File: config.mk
export PLATFORM = sky130hd
export DESIGN_NAME = plci_top
export DESIGN_NICKNAME = d
export VERILOG_FILES = /design/src/plci_pkg.sv /design/src/plci_sync.sv /design/src/plci_top.sv
export SDC_FILE = /design/constraint.sdc
export NUM_CORES = 1
export LEC_CHECK = 0
export BUFFER_PORTS_ARGS = -buffer_cell sky130_fd_sc_hd__buf_2
export CAP_MARGIN = 10
export CORE_AREA = 4 4 54 56
export DETAILED_ROUTE_END_ITERATION = 7
export DIE_AREA = 0 0 58 60
export GPL_TIMING_DRIVEN = 0
export HOLD_SLACK_MARGIN = 0.15
export PLACE_DENSITY = 0.79
export SETUP_SLACK_MARGIN = 0.5
export SLEW_MARGIN = 40
export SYNTH_ARGS = -nofsm -noshare
export SYNTH_HDL_FRONTEND = slang
export SYNTH_SLANG_ARGS = --single-unit
export TNS_END_PERCENT = 30
File: constraint.sdc
create_clock -name core_clk -period 1.1 [get_ports core_clk]
set_input_delay 0.22 -clock core_clk [delete_from_list [all_inputs] [get_ports core_clk]]
set_output_delay 0.22 -clock core_clk [all_outputs]
set_load 0.005 [all_outputs]
File: src/plci_pkg.sv
// Package for the port link-change interrupt block: register offsets, widths, reset values.
// Assumes an 8-bit register access port with byte addresses as used by the switch's register map.
package plci_pkg;
  localparam int          PORTS        = 4;
  localparam int          ADDR_W       = 8;
  localparam int          DATA_W       = 8;
  localparam logic [7:0]  PENDING_ADDR = 8'h7c;
  localparam logic [7:0]  SUPPRESS_ADDR = 8'h7d;
  localparam logic [3:0]  PORT_RESET   = 4'h0;
  localparam logic [3:0]  RSVD_BITS    = 4'h0;
  localparam logic [7:0]  RDATA_IDLE   = 8'h00;
  // Edges after reset before the link compare is trusted: two sync stages and last_q.
  localparam int          PRIME_DEPTH  = 3;
endpackage

File: src/plci_sync.sv
// Two-stage synchroniser per port with a link-change detector on the synchronised level.
// Assumes the link state inputs are asynchronous to core_clk.
module plci_sync (
  // Clock and reset
  input  wire logic                      core_clk,
  input  wire logic                      rst_n,
  // Link state in, change pulse out
  input  wire logic [plci_pkg::PORTS-1:0] link_up,
  output wire logic [plci_pkg::PORTS-1:0] link_chg
);
  logic [plci_pkg::PORTS-1:0]       meta_q;
  logic [plci_pkg::PORTS-1:0]       sync_q;
  logic [plci_pkg::PORTS-1:0]       last_q;
  logic [plci_pkg::PRIME_DEPTH-1:0] prime_q;

  always_ff @(posedge core_clk or negedge rst_n)
  begin
    if (!rst_n)
    begin
      meta_q <= plci_pkg::PORT_RESET;
      sync_q <= plci_pkg::PORT_RESET;
    end
    else
    begin
      meta_q <= link_up;
      sync_q <= meta_q;
    end
  end

  // A port may already be up at release, so the compare starts only once both sync
  // stages and last_q hold a post-reset sample; that level is the baseline, not a change.
  always_ff @(posedge core_clk or negedge rst_n)
  begin
    if (!rst_n)
    begin
      last_q  <= plci_pkg::PORT_RESET;
      prime_q <= {plci_pkg::PRIME_DEPTH{1'b0}};
    end
    else
    begin
      last_q  <= sync_q;
      prime_q <= {prime_q[plci_pkg::PRIME_DEPTH-2:0], 1'b1};
    end
  end

  genvar g;
  generate
    for (g = 0; g < plci_pkg::PORTS; g++)
    begin : g_chg
      assign link_chg[g] = prime_q[plci_pkg::PRIME_DEPTH-1] & (sync_q[g] ^ last_q[g]);
    end
  endgenerate
endmodule

File: src/plci_top.sv
// Link-change interrupt collector for four network ports: pending and suppress registers.
// Assumes the switch's register access port presents one byte access per cycle on core_clk.

// Summary of operation
// - A link change on port N sets pending bit N-1, ports one to four on bits 0 to 3.
// - A pending bit reads one while its port has a change outstanding, even when its suppress bit is set, otherwise zero.
// - Writing one to a pending bit clears only that bit, and only a new change sets it again.
// - Each port has a read-write suppress bit at the same position that masks its request.
// - After reset all pending and suppress bits are zero and bits 7 to 4 read as zero.
module plci_top (
  // Clock and reset
  input  wire logic                        core_clk,
  input  wire logic                        rst_n,
  // Port link state, asynchronous
  input  wire logic [plci_pkg::PORTS-1:0]  link_up,
  // Register access port
  input  wire logic                        reg_wr,
  input  wire logic                        reg_rd,
  input  wire logic [plci_pkg::ADDR_W-1:0] reg_addr,
  input  wire logic [plci_pkg::DATA_W-1:0] reg_wdata,
  output logic      [plci_pkg::DATA_W-1:0] reg_rdata,
  // Interrupt to host
  output logic                             irq
);
  logic [plci_pkg::PORTS-1:0] link_chg;
  logic [plci_pkg::PORTS-1:0] pending_q;
  wire  [plci_pkg::PORTS-1:0] pending_d;
  wire  [plci_pkg::PORTS-1:0] req_d;
  logic [plci_pkg::PORTS-1:0] suppress_q;
  logic [plci_pkg::PORTS-1:0] clr;
  logic                       wr_pend;
  logic                       wr_supp;
  logic                       irq_q;
  logic                       boot_q;

  plci_sync u_sync (
    .core_clk (core_clk),
    .rst_n    (rst_n),
    .link_up  (link_up),
    .link_chg (link_chg)
  );

  assign wr_pend = reg_wr && (reg_addr == plci_pkg::PENDING_ADDR);
  assign wr_supp = reg_wr && (reg_addr == plci_pkg::SUPPRESS_ADDR);
  assign clr     = wr_pend ? reg_wdata[plci_pkg::PORTS-1:0] : plci_pkg::PORT_RESET;

  // A change arriving in the same cycle as its clear wins, so no event is lost.
  genvar g;
  generate
    for (g = 0; g < plci_pkg::PORTS; g++)
    begin : g_pend
      assign pending_d[g] = link_chg[g] | (pending_q[g] & ~clr[g]);
      assign req_d[g]     = pending_d[g] & ~suppress_q[g];
    end
  endgenerate

  always_ff @(posedge core_clk or negedge rst_n)
  begin
    if (!rst_n)
      pending_q <= plci_pkg::PORT_RESET;
    else
      pending_q <= pending_d;
  end

  always_ff @(posedge core_clk or negedge rst_n)
  begin
    if (!rst_n)
      suppress_q <= plci_pkg::PORT_RESET;
    else if (wr_supp)
      suppress_q <= reg_wdata[plci_pkg::PORTS-1:0];
  end

  // Registered from the next pending value, so it moves on the same edge as pending_q
  // and the host never sees a glitch.
  always_ff @(posedge core_clk or negedge rst_n)
  begin
    if (!rst_n)
      irq_q <= 1'b0;
    else
      irq_q <= |req_d;
  end

  assign irq = irq_q;

  // Read data is registered and appears the cycle after reg_rd; other addresses read zero.
  always_ff @(posedge core_clk or negedge rst_n)
  begin
    if (!rst_n)
      reg_rdata <= plci_pkg::RDATA_IDLE;
    else if (reg_rd)
    begin
      case (reg_addr)
        plci_pkg::PENDING_ADDR:  reg_rdata <= {plci_pkg::RSVD_BITS, pending_q};
        plci_pkg::SUPPRESS_ADDR: reg_rdata <= {plci_pkg::RSVD_BITS, suppress_q};
        default:                 reg_rdata <= plci_pkg::RDATA_IDLE;
      endcase
    end
  end

  pend_set_a: assert property (@(posedge core_clk) disable iff (!rst_n)
    link_chg[0] |=> pending_q[0])
    else $error("pending bit 0 not set by link change");

  pend_clear_a: assert property (@(posedge core_clk) disable iff (!rst_n)
    (wr_pend && reg_wdata[1] && !link_chg[1]) |=> !pending_q[1])
    else $error("pending bit 1 not cleared by write of one");

  pend_keep_a: assert property (@(posedge core_clk) disable iff (!rst_n)
    (pending_q[2] && !(wr_pend && reg_wdata[2])) |=> pending_q[2])
    else $error("pending bit 2 lost without a clear");

  pend_noset_a: assert property (@(posedge core_clk) disable iff (!rst_n)
    (!pending_q[3] && !link_chg[3]) |=> !pending_q[3])
    else $error("pending bit 3 set without a link change");

  read_pend_a: assert property (@(posedge core_clk) disable iff (!rst_n)
    (reg_rd && reg_addr == plci_pkg::PENDING_ADDR) |=>
      reg_rdata == {plci_pkg::RSVD_BITS, $past(pending_q)})
    else $error("pending read data wrong");

  supp_write_a: assert property (@(posedge core_clk) disable iff (!rst_n)
    wr_supp |=> suppress_q == $past(reg_wdata[plci_pkg::PORTS-1:0]))
    else $error("suppress write not taken");

  rsvd_zero_a: assert property (@(posedge core_clk) disable iff (!rst_n)
    reg_rdata[7:4] == plci_pkg::RSVD_BITS)
    else $error("reserved bits not zero");

  irq_level_a: assert property (@(posedge core_clk) disable iff (!rst_n)
    ##1 irq == |($past(pending_d) & ~$past(suppress_q)))
    else $error("interrupt output disagrees with pending and suppress");

  // Helper flag, high only up to the first edge after reset is released, so that the
  // reset values can be checked at a sampling edge.
  always_ff @(posedge core_clk or negedge rst_n)
  begin
    if (!rst_n)
      boot_q <= 1'b1;
    else
      boot_q <= 1'b0;
  end

  reset_vals_a: assert property (@(posedge core_clk) disable iff (!rst_n)
    boot_q |->
      (pending_q == plci_pkg::PORT_RESET) && (suppress_q == plci_pkg::PORT_RESET) && !irq)
    else $error("registers not at reset value after reset");

  // Whole-vector checks, so that every port is covered and not only one sample bit.
  pend_set_all_a: assert property (@(posedge core_clk) disable iff (!rst_n)
    (|link_chg)
    |=> ((pending_q & $past(link_chg)) == $past(link_chg)))
    else $error("pending bit not set by a link change");

  pend_clr_all_a: assert property (@(posedge core_clk) disable iff (!rst_n)
    wr_pend
    |=> ((pending_q & $past(clr) & ~$past(link_chg)) == plci_pkg::PORT_RESET))
    else $error("pending bit written with one not cleared");

  pend_hold_all_a: assert property (@(posedge core_clk) disable iff (!rst_n)
    1'b1
    |=> ((~pending_q & $past(pending_q) & ~$past(clr)) == plci_pkg::PORT_RESET))
    else $error("pending bit dropped without a clear");

  pend_cause_a: assert property (@(posedge core_clk) disable iff (!rst_n)
    1'b1
    |=> ((pending_q & ~$past(pending_q) & ~$past(link_chg)) == plci_pkg::PORT_RESET))
    else $error("pending bit set without a link change");

  // Register port behaviour.
  supp_hold_a: assert property (@(posedge core_clk) disable iff (!rst_n)
    !wr_supp
    |=> $stable(suppress_q))
    else $error("suppress changed without a write");

  supp_read_a: assert property (@(posedge core_clk) disable iff (!rst_n)
    (reg_rd && reg_addr == plci_pkg::SUPPRESS_ADDR)
    |=> reg_rdata == {plci_pkg::RSVD_BITS, $past(suppress_q)})
    else $error("suppress read data wrong");

  rdata_hold_a: assert property (@(posedge core_clk) disable iff (!rst_n)
    !reg_rd
    |=> $stable(reg_rdata))
    else $error("read data changed without a read");

  other_read_a: assert property (@(posedge core_clk) disable iff (!rst_n)
    (reg_rd && reg_addr != plci_pkg::PENDING_ADDR &&
      reg_addr != plci_pkg::SUPPRESS_ADDR)
    |=> reg_rdata == plci_pkg::RDATA_IDLE)
    else $error("unmapped read not zero");

  // Interrupt output against pending and suppress.
  irq_masked_a: assert property (@(posedge core_clk) disable iff (!rst_n)
    (&suppress_q)
    |=> !irq)
    else $error("interrupt raised while every port is suppressed");

  irq_raise_a: assert property (@(posedge core_clk) disable iff (!rst_n)
    (|(pending_q & ~suppress_q & ~clr))
    |=> irq)
    else $error("interrupt missing for an unsuppressed pending bit");

  irq_drop_a: assert property (@(posedge core_clk) disable iff (!rst_n)
    ((pending_d & ~suppress_q) == plci_pkg::PORT_RESET)
    |=> !irq)
    else $error("interrupt held with no unsuppressed pending bit");

  // Per-port checks of the read-back and of a suppress bit written with zero.
  generate
    for (g = 0; g < plci_pkg::PORTS; g++)
    begin : g_chk
      read_bit_a: assert property (@(posedge core_clk) disable iff (!rst_n)
        (reg_rd && reg_addr == plci_pkg::PENDING_ADDR)
        |=> reg_rdata[g] == $past(pending_q[g]))
        else $error("pending bit read back wrong");

      supp_bit_a: assert property (@(posedge core_clk) disable iff (!rst_n)
        (wr_supp && !reg_wdata[g])
        |=> !suppress_q[g])
        else $error("suppress bit not cleared by write of zero");
    end
  endgenerate
endmodule

# After elaboration in Yosys (flattened, before gate mapping)
# Index checks and enable logic that the tools add are counted.
[word_totals]
regBits = 32
latch_bits = 0
ram_bits = 0
mem_bits_ro = 0
word_cells = 43
mem_count = 0
[classes]
n_addsub = 0
mul = 0
div_mod_pow = 0
magnitude_cmp = 0
eq_ne = 2
shifts = 0
n_mux = 2
n_bitwise = 28
reduce_logical = 3
[op_table]
columns = ["op", "n"]
rows = [
  ["8-bit by 7-bit equality test with 1-bit output, second input constant", 2],
  ["1-bit bitwise AND", 12],
  ["1-bit inverter", 8],
  ["4-bit case mux with 2 select lines", 1],
  ["4-bit 2-to-1 mux", 1],
  ["1-bit OR", 4],
  ["4-bit OR reduction", 1],
  ["1-bit bitwise XOR", 4],
  ["1-bit logical AND", 2],
]

# Depth between registers and ports, before layout
# Gate-level depths: netlist (run 1).
[depth]
word_depth = 8
ltp_mapped = 4

# Hierarchy
# A second synthesis (run 1) with hierarchy kept.
[hier_totals]
cells_unflattened = 88
area_unflattened_um2 = 1126.1
[by_module_without_submodules]
columns = ["mod", "n_inst", "cells_each", "area_each_um2", "seq_area_each_um2"]
rows = [
  ["plci_top", 1, 64, 686.9, 325.3],
  ["plci_sync", 1, 24, 439.2, 375.4],
]

# Worst setup path before layout (run 1)
# Ideal clock, no wire load.
[synth_path]
path_type = "input -> register"
start = "input reg_addr[0] in the netlist's numbering"
end = "register pending_q[3] in the netlist's numbering"
setup_ns = 0.119
arrival_ns = 1.084
path_slack_ns = -0.103
stages = 4
n_path_buf = 1
cell_sequence = "buf_4 -> or4_4 -> o21ai_1 -> nand2_1"
[synth_via]
elab_chain_cells = 6
[synth_lines]
columns = ["element", "line", "source"]
rows = [
  ["start: declaration", "plci_top.sv:19", "input wire logic [plci_pkg::ADDR_W-1:0] reg_addr,"],
  ["8-bit by 7-bit equality test with 1-bit output", "plci_top.sv:43", "assign wr_pend = reg_wr && (reg_addr == plci_pkg::PENDING_ADDR);"],
  ["1-bit logical AND", "plci_top.sv:43", ""],
  ["4-bit 2-to-1 mux", "plci_top.sv:45", "assign clr = wr_pend ? reg_wdata[plci_pkg::PORTS-1:0] : plci_pkg::PORT_RESET;"],
  ["1-bit inverter", "plci_top.sv:52", "assign pending_d[g] = link_chg[g] | (pending_q[g] & ~clr[g]);"],
  ["1-bit bitwise AND", "plci_top.sv:52", ""],
  ["1-bit OR", "plci_top.sv:52", ""],
  ["net pending_d, one bit", "plci_top.sv:27", "wire [plci_pkg::PORTS-1:0] pending_d;"],
  ["end signal: assignment", "plci_top.sv:60", "pending_q <= plci_pkg::PORT_RESET;"],
  ["end signal: assignment", "plci_top.sv:62", "pending_q <= pending_d;"],
  ["end: declaration", "plci_top.sv:26", "logic [plci_pkg::PORTS-1:0] pending_q;"],
]
# The timed path passes the listed nets, and every way through them passes these cells.
# A chain may end at the register's enable or synchronous reset.

# Worst setup path after layout (run 1)
[layout_path]
start = "register pending_q[2] in the netlist's numbering"
end = "register irq_q, in the netlist irq"
[layout_via]
elab_chain_cells = 4
[layout_lines]
columns = ["element", "line", "source"]
rows = [
  ["1-bit bitwise AND", "plci_top.sv:52", ""],
  ["1-bit OR", "plci_top.sv:52", ""],
  ["1-bit bitwise AND", "plci_top.sv:53", "assign req_d[g] = pending_d[g] & ~suppress_q[g];"],
  ["4-bit OR reduction", "plci_top.sv:80", "irq_q <= |req_d;"],
  ["end signal: assignment", "plci_top.sv:80", ""],
  ["end: declaration", "plci_top.sv:33", "logic irq_q;"],
]
# No other way between the ends.

==> impl_metrics.csv, run 1 <==
group,metric,value,unit
yosys,yosysWarnings,0,
final_layout,syn_to_final_growth,29.6,%
route,drt-wirelength-per-cell,12.5,um
yosys,yosys.cell_types.count,23,
worst_setup_path,path_class,"reg -> reg",
power,seqPwrFrac,64.9,%
worst_setup_path,crit_arrival,1.27,ns
yosys,syn_inst,93,
final_layout,layout_common_cells,"28 x dfrtp_1, 22 x buf_2, 15 x nand2_1",
clock_tree,htreeDepth,1,
yosys,synthMuxAreaShare,7.52,%
global_route,grt_pass1_wl,3.46,mm
yosys,synth_compound_area_share,6.75,%
yosys,synth_top_family_by_area,"simple AND/OR/NAND/NOR gates",
outcome,status,"finished with violations",
timing,relSlewSlack,62.0,%
timing,setup_ws,0.0231,ns
yosys,syn_avg_cell_area,12.2,um^2
power,internal-power,0.00129,W
yosys,synthAdderAreaFrac,0,%
floorplanning,ioPinCount,33,
placed_design,post_dp_cell_area,1300,um^2
placed_design,gp_congestion,0.805,
final_layout,mostFrequentLayoutCell,"dfrtp_1",
route,drc,0,
route,antenna_left,0,
global_route,grt_overflow,0,
final_layout,nets,158,
clock_tree,root_buffer,"clkbuf_4",
yosys,syn-cell-area,1130,um^2
route,drt_iter0_drc,12,
timing,maxSlewViolCount,0,
power,clkPwrFrac,23.2,%
job,cap_violations,0,
global_route,antenna_found_initial,0,
placed_design,place_hpwl,1.48,mm
worst_setup_path,r2r_slack,0.02,ns
timing,fin_crit_sh,97.9,%
final_layout,postLayoutCoreUtil,60.3,%
worst_setup_path,crit_fanout,2,
floorplanning,fp.dieW,58,um
route,routed-via-count,803,
placed_design,place_worst_setup_slack,-0.262,ns
power,p_leak,0.730,nW
route,via_per_inst,4.96,
timing,tns,0,ns
clock_tree,cts.clk_slew.worst_paths,0.13,ns
route,first_pass_iters,2,
route,routed_wl,2.03,mm
min_path,min_path_type,"in -> async",
worst_setup_path,required,1.30,ns
timing,fin_hold_ws,-0.119,ns
yosys,synth-simple-area-share,14.9,%
final_layout,antenna_cells,0,
power,p_per_area,1140,nW/um^2
clock_tree,cts_sinks,28,
timing,tightest_slew,0.570,ns
power,pwr-share-comb,11.9,%
power,p_sw_share,22.4,%
global_route,grt_usage,13.2,%
power,vdd_drop_max,0.000941,V
floorplanning,dieArea,3480,um^2
power,total_power,0.00167,W
yosys,synth-xor-area-share,3.10,%
power,p_switching,0.000374,W
floorplanning,initial_utilization,46.5,%
yosys,ys_seq_elements,28,
clock_tree,cts_max_path_buffers,2,
worst_setup_path,cp-end-kind,"flop",
outcome,violations,"hold timing",
global_route,grt_max_degree,29,
final_layout,finalInstanceArea,1470,um^2
clock_tree,insertion_delay,0.31,ns
clock_tree,cts_tree,"yes",
floorplanning,row_count,18,
clock_tree,cts_buffers,3,
floorplanning,die_h,60,um
global_route,grt_pass1_vias,815,
floorplanning,core,2430,um^2
yosys,seq_area_frac_synth,61.9,%
timing,period_needed,1.08,ns
timing,rsz0062_at_grt,"true",
final_layout,fillCellCount,209,
timing,setup_viol,0,
worst_setup_path,crit_path_start_kind,"flop",
timing,fmax,929,MHz
placed_design,portBuffers,22,
final_layout,drive_gt1_share,43.2,%
timing,clock-skew-final,0.00161,ns
timing,hold_violations,28,
## power groups by stage
stage / registers [W] / clock network [W] / logic [W]
6_report: 0.00108 / 0.000388 / 0.000198
5_1_grt: 0.00109 / 0.000446 / 0.000221
4_1_cts: 0.00108 / 0.000414 / 0.000188
3_5_place_dp: 0.00111 / 0 / 0.000160
3_3_place_gp: 0.00110 / 0 / 0.000157
2_1_floorplan: 0.00110 / 0 / 0.0000897
## cell type report
type	count	area (um^2)	area share [%]
sequential	28	701	47.8
timing repair buffer	33	203	13.8
tap	30	37.5	2.56
clock buffer	3	22.5	1.54
multi-input combinational	58	438	29.9
buffer	6	50.0	3.41
inverter	4	15.0	1.02
## worst max-delay path, stage by stage (launching register included)
cell and delay [ns]:
dfrtp_1 0.44, nand2b_4 0.09, a21oi_2 0.04, nor4_2 0.27, nand4b_1 0.13
## cell families after synthesis
logic type,Yosys count
compound gates,13
xor+xnor,4
buf+inv,10
flops,28
mux,8
other cells,2
simple gates,28
## stage by stage
stage / hold WS, ns / std cells
floorplan: -0.0756 / 96
global placement: 0.252 / 148
detailed placement: 0.259 / 148
CTS: -0.104 / 160
global route: -0.0865 / 162
finish: -0.119 / 162
## flip-flops by register name, summed over array words and instances, names as in the netlist
signal / count
u_sync.last_q: 4
u_sync.meta_q: 4
u_sync.sync_q: 4
irq: 1
reg_rdata: 4
suppress_q: 4
pending_q: 4
u_sync.prime_q: 3
## final timing paths
path,from,end,depth (start not counted)
max in group asynchronous,rst_n,suppress_q[1]$_DFFE_PN0P_,1
max reg2reg,pending_q[2]$_DFF_PN0_,irq$_DFF_PN0_,4
max,pending_q[2]$_DFF_PN0_,irq$_DFF_PN0_,4
min in group core_clk,link_up[1],u_sync.meta_q[1]$_DFF_PN0_,1
min reg2reg,u_sync.prime_q[1]$_DFF_PN0_,u_sync.prime_q[2]$_DFF_PN0_,0
min,rst_n,reg_rdata[0]$_DFFE_PN0P_,1
## timing repair
action	CTS	global route
pin swaps	2	13
resized for setup	4	9
hold endpoints to repair	37	35
setup buffers	9	2
setup endpoints to repair	18	18
## synth_stat cells
cell      instances  share of area (%)
nor2_1            1               0.33
nand4_1           1               0.55
nand3b_1          1               0.66
o221a_2           1                1.0
or4_4             1                1.0
a21oi_1           4                1.8
inv_1             4                1.3
buf_2             1               0.44
nor4_1            1               0.55
conb_1            2               0.66
nand3_2           1               0.88
dfrtp_1          28                 62
nor3_2            1               0.88
o21ai_1           4                1.8
nand2b_1          4                2.2
nand4b_1          1               0.77
mux2i_1           4                3.5
mux2_1            4                4.0
o22ai_1           4                2.2
buf_4             5                3.3
nand2_1          15                5.0
xor2_1            4                3.1
nand4b_4          1                2.1
## routing by layer
layer | wire length [um] | GRT usage [%]
met1 | 834 | 14.7
met2 | 988 | 23.4
met3 | 171 | 3.46
met4 | 36 | 6.29
met5 | 0 | 0
(Power assumes the default switching activity.)
==> inputs of run 2 (changes only) <==
- ABC_AREA: default -> 1
- CORE_AREA: 4 4 54 56 -> 2 2 51 53
- DIE_AREA: 0 0 58 60 -> 0 0 53 55
- PLACE_DENSITY: 0.79 -> 0.81
- SLEW_MARGIN: 40 -> default
==> run 2 against run 1 <==
  * The run still ends with hold timing left
  * Sequential cell count unchanged
  * Worst hold slack improved by 0.0022 ns
  * Critical path type is now reg -> out
  * Sequential share of layout area increased by 0.87 points
  * Non-clock buffer count decreased by 6
  * Fmax increased by 0.39%
  * Cell area decreased by 1.8%
  * Clock power increased by 23%
  * Wire length decreased by 0.59%
  * Power increased by 9.4%
  * Global-route usage increased by 1.2 points
  * Clock skew increased by 0.0097 ns
  * Worst setup slack improved by 0.0042 ns
==> impl_metrics.csv, run 2 <==
group,metric,value,unit
worst_setup_path,crit_family,"flip-flops",
timing,maxSlewViolCount,0,
timing,fin_crit_sh,97.5,%
clock_tree,htreeDepth,1,
clock_tree,cts_max_path_buffers,2,
global_route,grt_pass1_vias,752,
global_route,grt_overflow,0,
global_route,grt_max_degree,29,
worst_setup_path,crit_chain,"buf_2",
timing,setup_viol,0,
final_layout,postLayoutCoreUtil,60.9,%
power,p_per_area,1270,nW/um^2
floorplanning,initial_utilization,47.2,%
final_layout,layout_common_cells,"28 x dfrtp_1, 20 x buf_2, 17 x nand2_1",
floorplanning,die_h,55,um
timing,relSlewSlack,60.1,%
yosys,seq_area_frac_synth,62.8,%
worst_setup_path,crit_fanout,2,
min_path,min_path_type,"in -> async",
yosys,synth_ff_type,"dfrtp_1",
yosys,ys_top_cells_by_count,"28 x dfrtp_1, 23 x nand2_1, 8 x inv_1, 8 x nand3_1",
worst_setup_path,r2r-end,"irq$_DFF_PN0_",
clock_tree,cts.clk_slew.worst_paths,0.15,ns
global_route,antenna_found_initial,0,
yosys,synth_edf_count,0,
worst_setup_path,regToRegStartpoint,"u_sync.sync_q[2]$_DFF_PN0_",
floorplanning,core,2360,um^2
power,p_leak,0.689,nW
yosys,syn_inst,105,
route,first_pass_iters,4,
final_layout,drive_gt1_share,42.8,%
timing,fmax,932,MHz
global_route,grt_pass1_wl,3.04,mm
worst_setup_path,crit_path_start_kind,"flop",
worst_setup_path,rr_worst_depth,7,
power,pwr-share-comb,12.5,%
worst_setup_path,cp_slowest_stage_delay,0.41,ns
job,cap_violations,0,
power,seqPwrFrac,61.2,%
yosys,netlist.area_leader.share,62.8,%
route,antenna_left,0,
final_layout,antenna_cells,0,
worst_setup_path,path_buf_inv,1,
clock_tree,insertion_delay,0.31,ns
power,internal-power,0.00140,W
clock_tree,cts_buffers,3,
timing,tns,0,ns
placed_design,gp_congestion,0.730,
power,clkPwrFrac,26.3,%
yosys,yosysMostFrequentCell,"dfrtp_1",
final_layout,nets,163,
floorplanning,fp.dieW,53,um
placed_design,portBuffers,23,
global_route,grt_usage,14.4,%
power,p_switching,0.000427,W
timing,fin_hold_ws,-0.117,ns
worst_setup_path,path_class,"reg -> out",
worst_setup_path,cp-end-kind,"primary output",
clock_tree,cts_sinks,28,
yosys,syn-cell-area,1120,um^2
yosys,synth_area_leader_cell,"dfrtp_1",
outcome,violations,"hold timing",
yosys,synthArstFlopShare,100,%
route,drt-wirelength-per-cell,12.0,um
yosys,yosysWarnings,0,
route,via_per_inst,4.81,
worst_setup_path,critical_path.slowest_cell,"dfrtp_1",
route,routed-via-count,808,
timing,clock-skew-final,0.0113,ns
clock_tree,root_buffer,"clkbuf_4",
power,p_sw_share,23.4,%
final_layout,mostFrequentLayoutCell,"dfrtp_1",
timing,period_needed,1.07,ns
worst_setup_path,critical_path_depth,1,
timing,hold_violations,30,
yosys,yosys.cell_types.count,18,
worst_setup_path,crit_arrival,0.85,ns
floorplanning,ioPinCount,33,
placed_design,place_hpwl,1.39,mm
timing,rsz0062_at_grt,"true",
yosys,syn_avg_cell_area,10.6,um^2
route,drc,0,
yosys,ys_seq_elements,28,
outcome,status,"finished with violations",
worst_setup_path,required,0.88,ns
worst_setup_path,r2r_slack,0.11,ns
route,drt_iter0_drc,16,
power,vdd_drop_max,0.000738,V
floorplanning,row_count,18,
route,routed_wl,2.02,mm
timing,tightest_slew,0.599,ns
final_layout,syn_to_final_growth,29.0,%
floorplanning,dieArea,2920,um^2
yosys,netlist_top_cells_area,"dfrtp_1 63%, nand2_1 7.7%, nand3_1 3.6%",
clock_tree,cts_tree,"yes",
==> run 2: cell types whose count changed after synthesis, moves of 3 or more <==
cell | before | now
o21ai_1 | 4 | 0
o21ai_0 | 0 | 4
o22ai_1 | 4 | 0
inv_1 | 4 | 8
nand2_1 | 15 | 23
nor2_1 | 1 | 4
a31oi_1 | 0 | 4
a21oi_1 | 4 | 0
mux2_1 | 4 | 0
nand3_1 | 0 | 8
mux2i_1 | 4 | 0
nand2b_1 | 4 | 0
nand2_2 | 0 | 4
nand4_1 | 1 | 4
==> run 2: what timing repair did <==
action | 4_1_cts | 5_1_grt
hold endpoints to repair | 36 | 35
resized for setup | 0 | 29
pin swaps | 0 | 18
endpoints found under the setup margin | 18 | 18
setup buffers | 2 | 1
==> run 2: cell type report <==
type | instances | area [um^2]
Fill cell | 201 | 925
Sequential cell | 28 | 701
Multi-Input combinational cell | 64 | 412
Timing Repair Buffer | 26 | 160
Buffer | 7 | 60.1
Tap cell | 30 | 37.5
Clock buffer | 4 | 36.3
Inverter | 9 | 33.8
==> run 2: logic make-up after synthesis <==
kind of cell	synth area share, %
xor gates and xnor gates	3.14
and+or+nand+nor	21.3
DFF	62.8
AOI/OAI and AO/OA	4.04
buffers and inverters	8.07
other	0.673
==> run 2: routing by layer <==
layer  wire, um  GRT usage, %  share of wire [%]  up-vias
li1           -             -                  -      393
met1        814          16.7                 40      382
met2       1050          27.7                 52       31
met3        131          3.23                6.5        2
met4         21          2.56                1.0        0
met5          0             0                  0        -
==> run 2: power by group through the flow <==
| stage | registers [W] | clock network [W] | logic [W] |
|---|---|---|---|
| 2_1_floorplan | 0.00113 | 0 | 0.0000917 |
| 3_3_place_gp | 0.00113 | 0 | 0.000178 |
| 3_5_place_dp | 0.00114 | 0 | 0.000184 |
| 4_1_cts | 0.00112 | 0.000502 | 0.000192 |
| 5_1_grt | 0.00113 | 0.000537 | 0.000256 |
| 6_report | 0.00112 | 0.000479 | 0.000228 |
==> run 2: worst max-delay path by stage <==
stage / startpoint / endpoint / slack, ns
3_5_place_dp: reg_addr[0] / irq$_DFF_PN0_ / -0.15
3_3_place_gp: reg_addr[0] / irq$_DFF_PN0_ / -0.1
5_1_grt: reg_rdata[0]$_DFFE_PN0P_ / reg_rdata[0] / -0.02
2_1_floorplan: reg_addr[7] / irq$_DFF_PN0_ / 0.08
6_report: reg_rdata[0]$_DFFE_PN0P_ / reg_rdata[0] / 0.03
4_1_cts: reg_rdata[1]$_DFFE_PN0P_ / reg_rdata[1] / 0.02
==> run 2: per-stage QoR <==
| step | cells | instance area [um^2] | power (W) | setup WS (ns) | hold slack (ns) |
|---|---|---|---|---|---|
| after detailed placement | 161 | 1280 | 0.00132 | -0.149 | 0.264 |
| after global placement | 161 | 1280 | 0.00131 | -0.0976 | 0.246 |
| after floorplan | 108 | 1130 | 0.00123 | 0.0750 | -0.0756 |
| after global routing | 168 | 1440 | 0.00192 | -0.0243 | -0.0973 |
| final | 168 | 1440 | 0.00182 | 0.0273 | -0.117 |
| after CTS | 167 | 1330 | 0.00181 | 0.0203 | -0.0978 |
==> inputs of run 3 (changes only) <==
--- a/config.mk
+++ b/config.mk
@@ -13,2 +13,3 @@
 export DIE_AREA = 0 0 53 55
+export GPL_ROUTABILITY_DRIVEN = 0
 export GPL_TIMING_DRIVEN = 0
@@ -16,2 +17,3 @@
 export PLACE_DENSITY = 0.81
+export REMOVE_ABC_BUFFERS = 1
 export SETUP_SLACK_MARGIN = 0.5
--- a/constraint.sdc
+++ b/constraint.sdc
@@ -3,2 +3,2 @@
 set_output_delay 0.22 -clock core_clk [all_outputs]
-set_load 0.005 [all_outputs]
+set_load 0.1 [all_outputs]
==> run 3 against run 2 <==
  * The flow finishes with violations (hold timing, setup timing)
  * Count of clock-buffer cells in the layout shrank 1
  * Worst setup slack lost 0.098 ns
  * Sequential cell count did not move
  * Clock power rose by 37%
  * Critical path type unchanged
  * Critical endpoint is now reg_rdata[3]
==> impl_metrics.csv, run 3 (same netlist as run 2, synthesis figures left out) <==
group,metric,value,unit
final_layout,mostFrequentLayoutCell,"dfrtp_1",
worst_setup_path,r2r-end,"irq$_DFF_PN0_",
timing,fin_crit_sh,106,%
timing,hold_violations,28,
global_route,grt_usage,15.2,%
worst_setup_path,crit_family,"flip-flops",
clock_tree,insertion_delay,0.33,ns
floorplanning,fp.dieW,53,um
clock_tree,cts_max_path_buffers,2,
worst_setup_path,path_buf_inv,1,
floorplanning,die_h,55,um
clock_tree,htreeDepth,1,
timing,tightest_slew,0.597,ns
route,via_per_inst,4.75,
worst_setup_path,crit_chain,"buf_12",
route,antenna_left,0,
global_route,grt_pass1_vias,761,
global_route,grt_max_degree,29,
timing,setup_ws,-0.0705,ns
timing,fin_hold_ws,-0.128,ns
worst_setup_path,regToRegStartpoint,"u_sync.sync_q[0]$_DFF_PN0_",
route,first_pass_iters,4,
worst_setup_path,required,0.88,ns
route,drc,0,
global_route,use_met2,27.3,%
worst_setup_path,rr_worst_depth,7,
route,routed-via-count,779,
final_layout,antenna_cells,0,
timing,tns,-0.297,ns
timing,relSlewSlack,60.2,%
global_route,busiest_layer,"met2",
outcome,violations,"hold timing, setup timing",
final_layout,fillCellCount,208,
timing,clock-skew-final,0.00554,ns
placed_design,dp_cells,155,
outcome,status,"finished with violations",
clock_tree,cts_sinks,28,
timing,fmax,854,MHz
floorplanning,ioPinCount,33,
final_layout,syn_to_final_growth,27.2,%
route,drt-wirelength-per-cell,11.2,um
clock_tree,root_buffer,"clkbuf_4",
worst_setup_path,cp-end-kind,"primary output",
floorplanning,initial_utilization,47.2,%
worst_setup_path,crit_fanout,2,
floorplanning,core,2360,um^2
global_route,antenna_found_initial,0,
clock_tree,cts_tree,"yes",
timing,setup_viol,5,
clock_tree,cts_buffers,3,
worst_setup_path,cp_slowest_stage_delay,0.44,ns
global_route,grt_overflow,0,
placed_design,place_hpwl,1.26,mm
route,routed_wl,1.84,mm
clock_tree,cts.clk_slew.worst_paths,0.14,ns
power,total_power,0.00222,W
power,p_leak,0.676,nW
global_route,grt_use_met3,5.65,%
worst_setup_path,crit_arrival,0.95,ns
final_layout,drive_gt1_share,32.1,%
timing,rsz0062_at_grt,"true",
global_route,grt_pass1_wl,3.15,mm
route,drt_iter0_drc,13,
power,vdd_drop_max,0.00138,V
global_route,grt_use_met1,15.5,%
floorplanning,row_count,18,
worst_setup_path,path_class,"reg -> out",
final_layout,fin_cells,164,
floorplanning,dieArea,2920,um^2
power,p_per_area,1570,nW/um^2
min_path,min_path_type,"in -> async",
worst_setup_path,r2r_slack,0.13,ns
worst_setup_path,crit_path_start_kind,"flop",
job,cap_violations,0,
worst_setup_path,critical_path.slowest_cell,"dfrtp_1",
placed_design,portBuffers,24,
final_layout,layout_common_cells,"28 x dfrtp_1, 21 x nand2_1, 18 x buf_2",
timing,period_needed,1.17,ns
final_layout,nets,159,
timing,maxSlewViolCount,0,
## run 3: changes by cell type in the layout (fill, tap and decap cells not counted), sizes merged
| cell | delta |
|---|---|
| bufinv | +1 |
| buf | -8 |
| dlygate4sd3 | +4 |
| clkbuf | -1 |
## run 3: layer usage
| layer | part of all wire (%) | vias to the layer above |
|---|---|---|
| met5 | 0 | - |
| li1 | - | 387 |
| met4 | 2.4 | 0 |
| met2 | 50 | 32 |
| met1 | 39 | 352 |
| met3 | 8.2 | 8 |
## run 3: metrics by stage
step | util [%] | worst slack, ns | area (um^2)
after floorplan | - | -0.131 | 1070
after global placement | 52.0 | -0.112 | 1230
after detailed placement | 52.0 | -0.155 | 1230
after CTS | 57.2 | -0.0857 | 1350
after global routing | 60.1 | -0.107 | 1420
final | 60.1 | -0.0705 | 1420
## run 3: worst max-delay path by stage
stage / depth (start not counted) / start / endpoint
global route: 1 / reg_rdata[0]$_DFFE_PN0P_ / reg_rdata[0]
CTS: 1 / reg_rdata[0]$_DFFE_PN0P_ / reg_rdata[0]
detailed placement: 11 / reg_addr[7] / irq$_DFF_PN0_
floorplan: 2 / reg_rdata[2]$_DFFE_PN0P_ / reg_rdata[2]$_DFFE_PN0P_
finish: 1 / reg_rdata[3]$_DFFE_PN0P_ / reg_rdata[3]
global placement: 11 / reg_addr[7] / irq$_DFF_PN0_
## run 3: cell type report
cell class | count | area, um^2 | share of cell area, %
clock buffer | 3 | 22.5 | 1.59
clock inverter | 1 | 30.0 | 2.11
inverter | 9 | 33.8 | 2.38
multi-input combinational | 64 | 352 | 24.8
sequential | 28 | 701 | 49.3
tap | 30 | 37.5 | 2.64
timing repair buffer | 29 | 244 | 17.2
## run 3: report_power, final
group / leakage, nW / total [W] / internal (W) / switching, W
sequential: 0.310 / 0.00113 / 0.00109 / 0.0000364
combinational: 0.338 / 0.000445 / 0.000139 / 0.000306
clock: 0.0279 / 0.000654 / 0.000369 / 0.000285
total: 0.676 / 0.00222 / 0.00160 / 0.000628
## run 3: timing repair
| item | 4_1_cts | 5_1_grt |
|---|---|---|
| endpoints found under the setup margin | 18 | 18 |
| gates resized for setup | 24 | 6 |
| endpoints found under the hold margin | 36 | 36 |
| cloned | 0 | 0 |
| pin swaps | 21 | 13 |
| setup buffers | 0 | 1 |
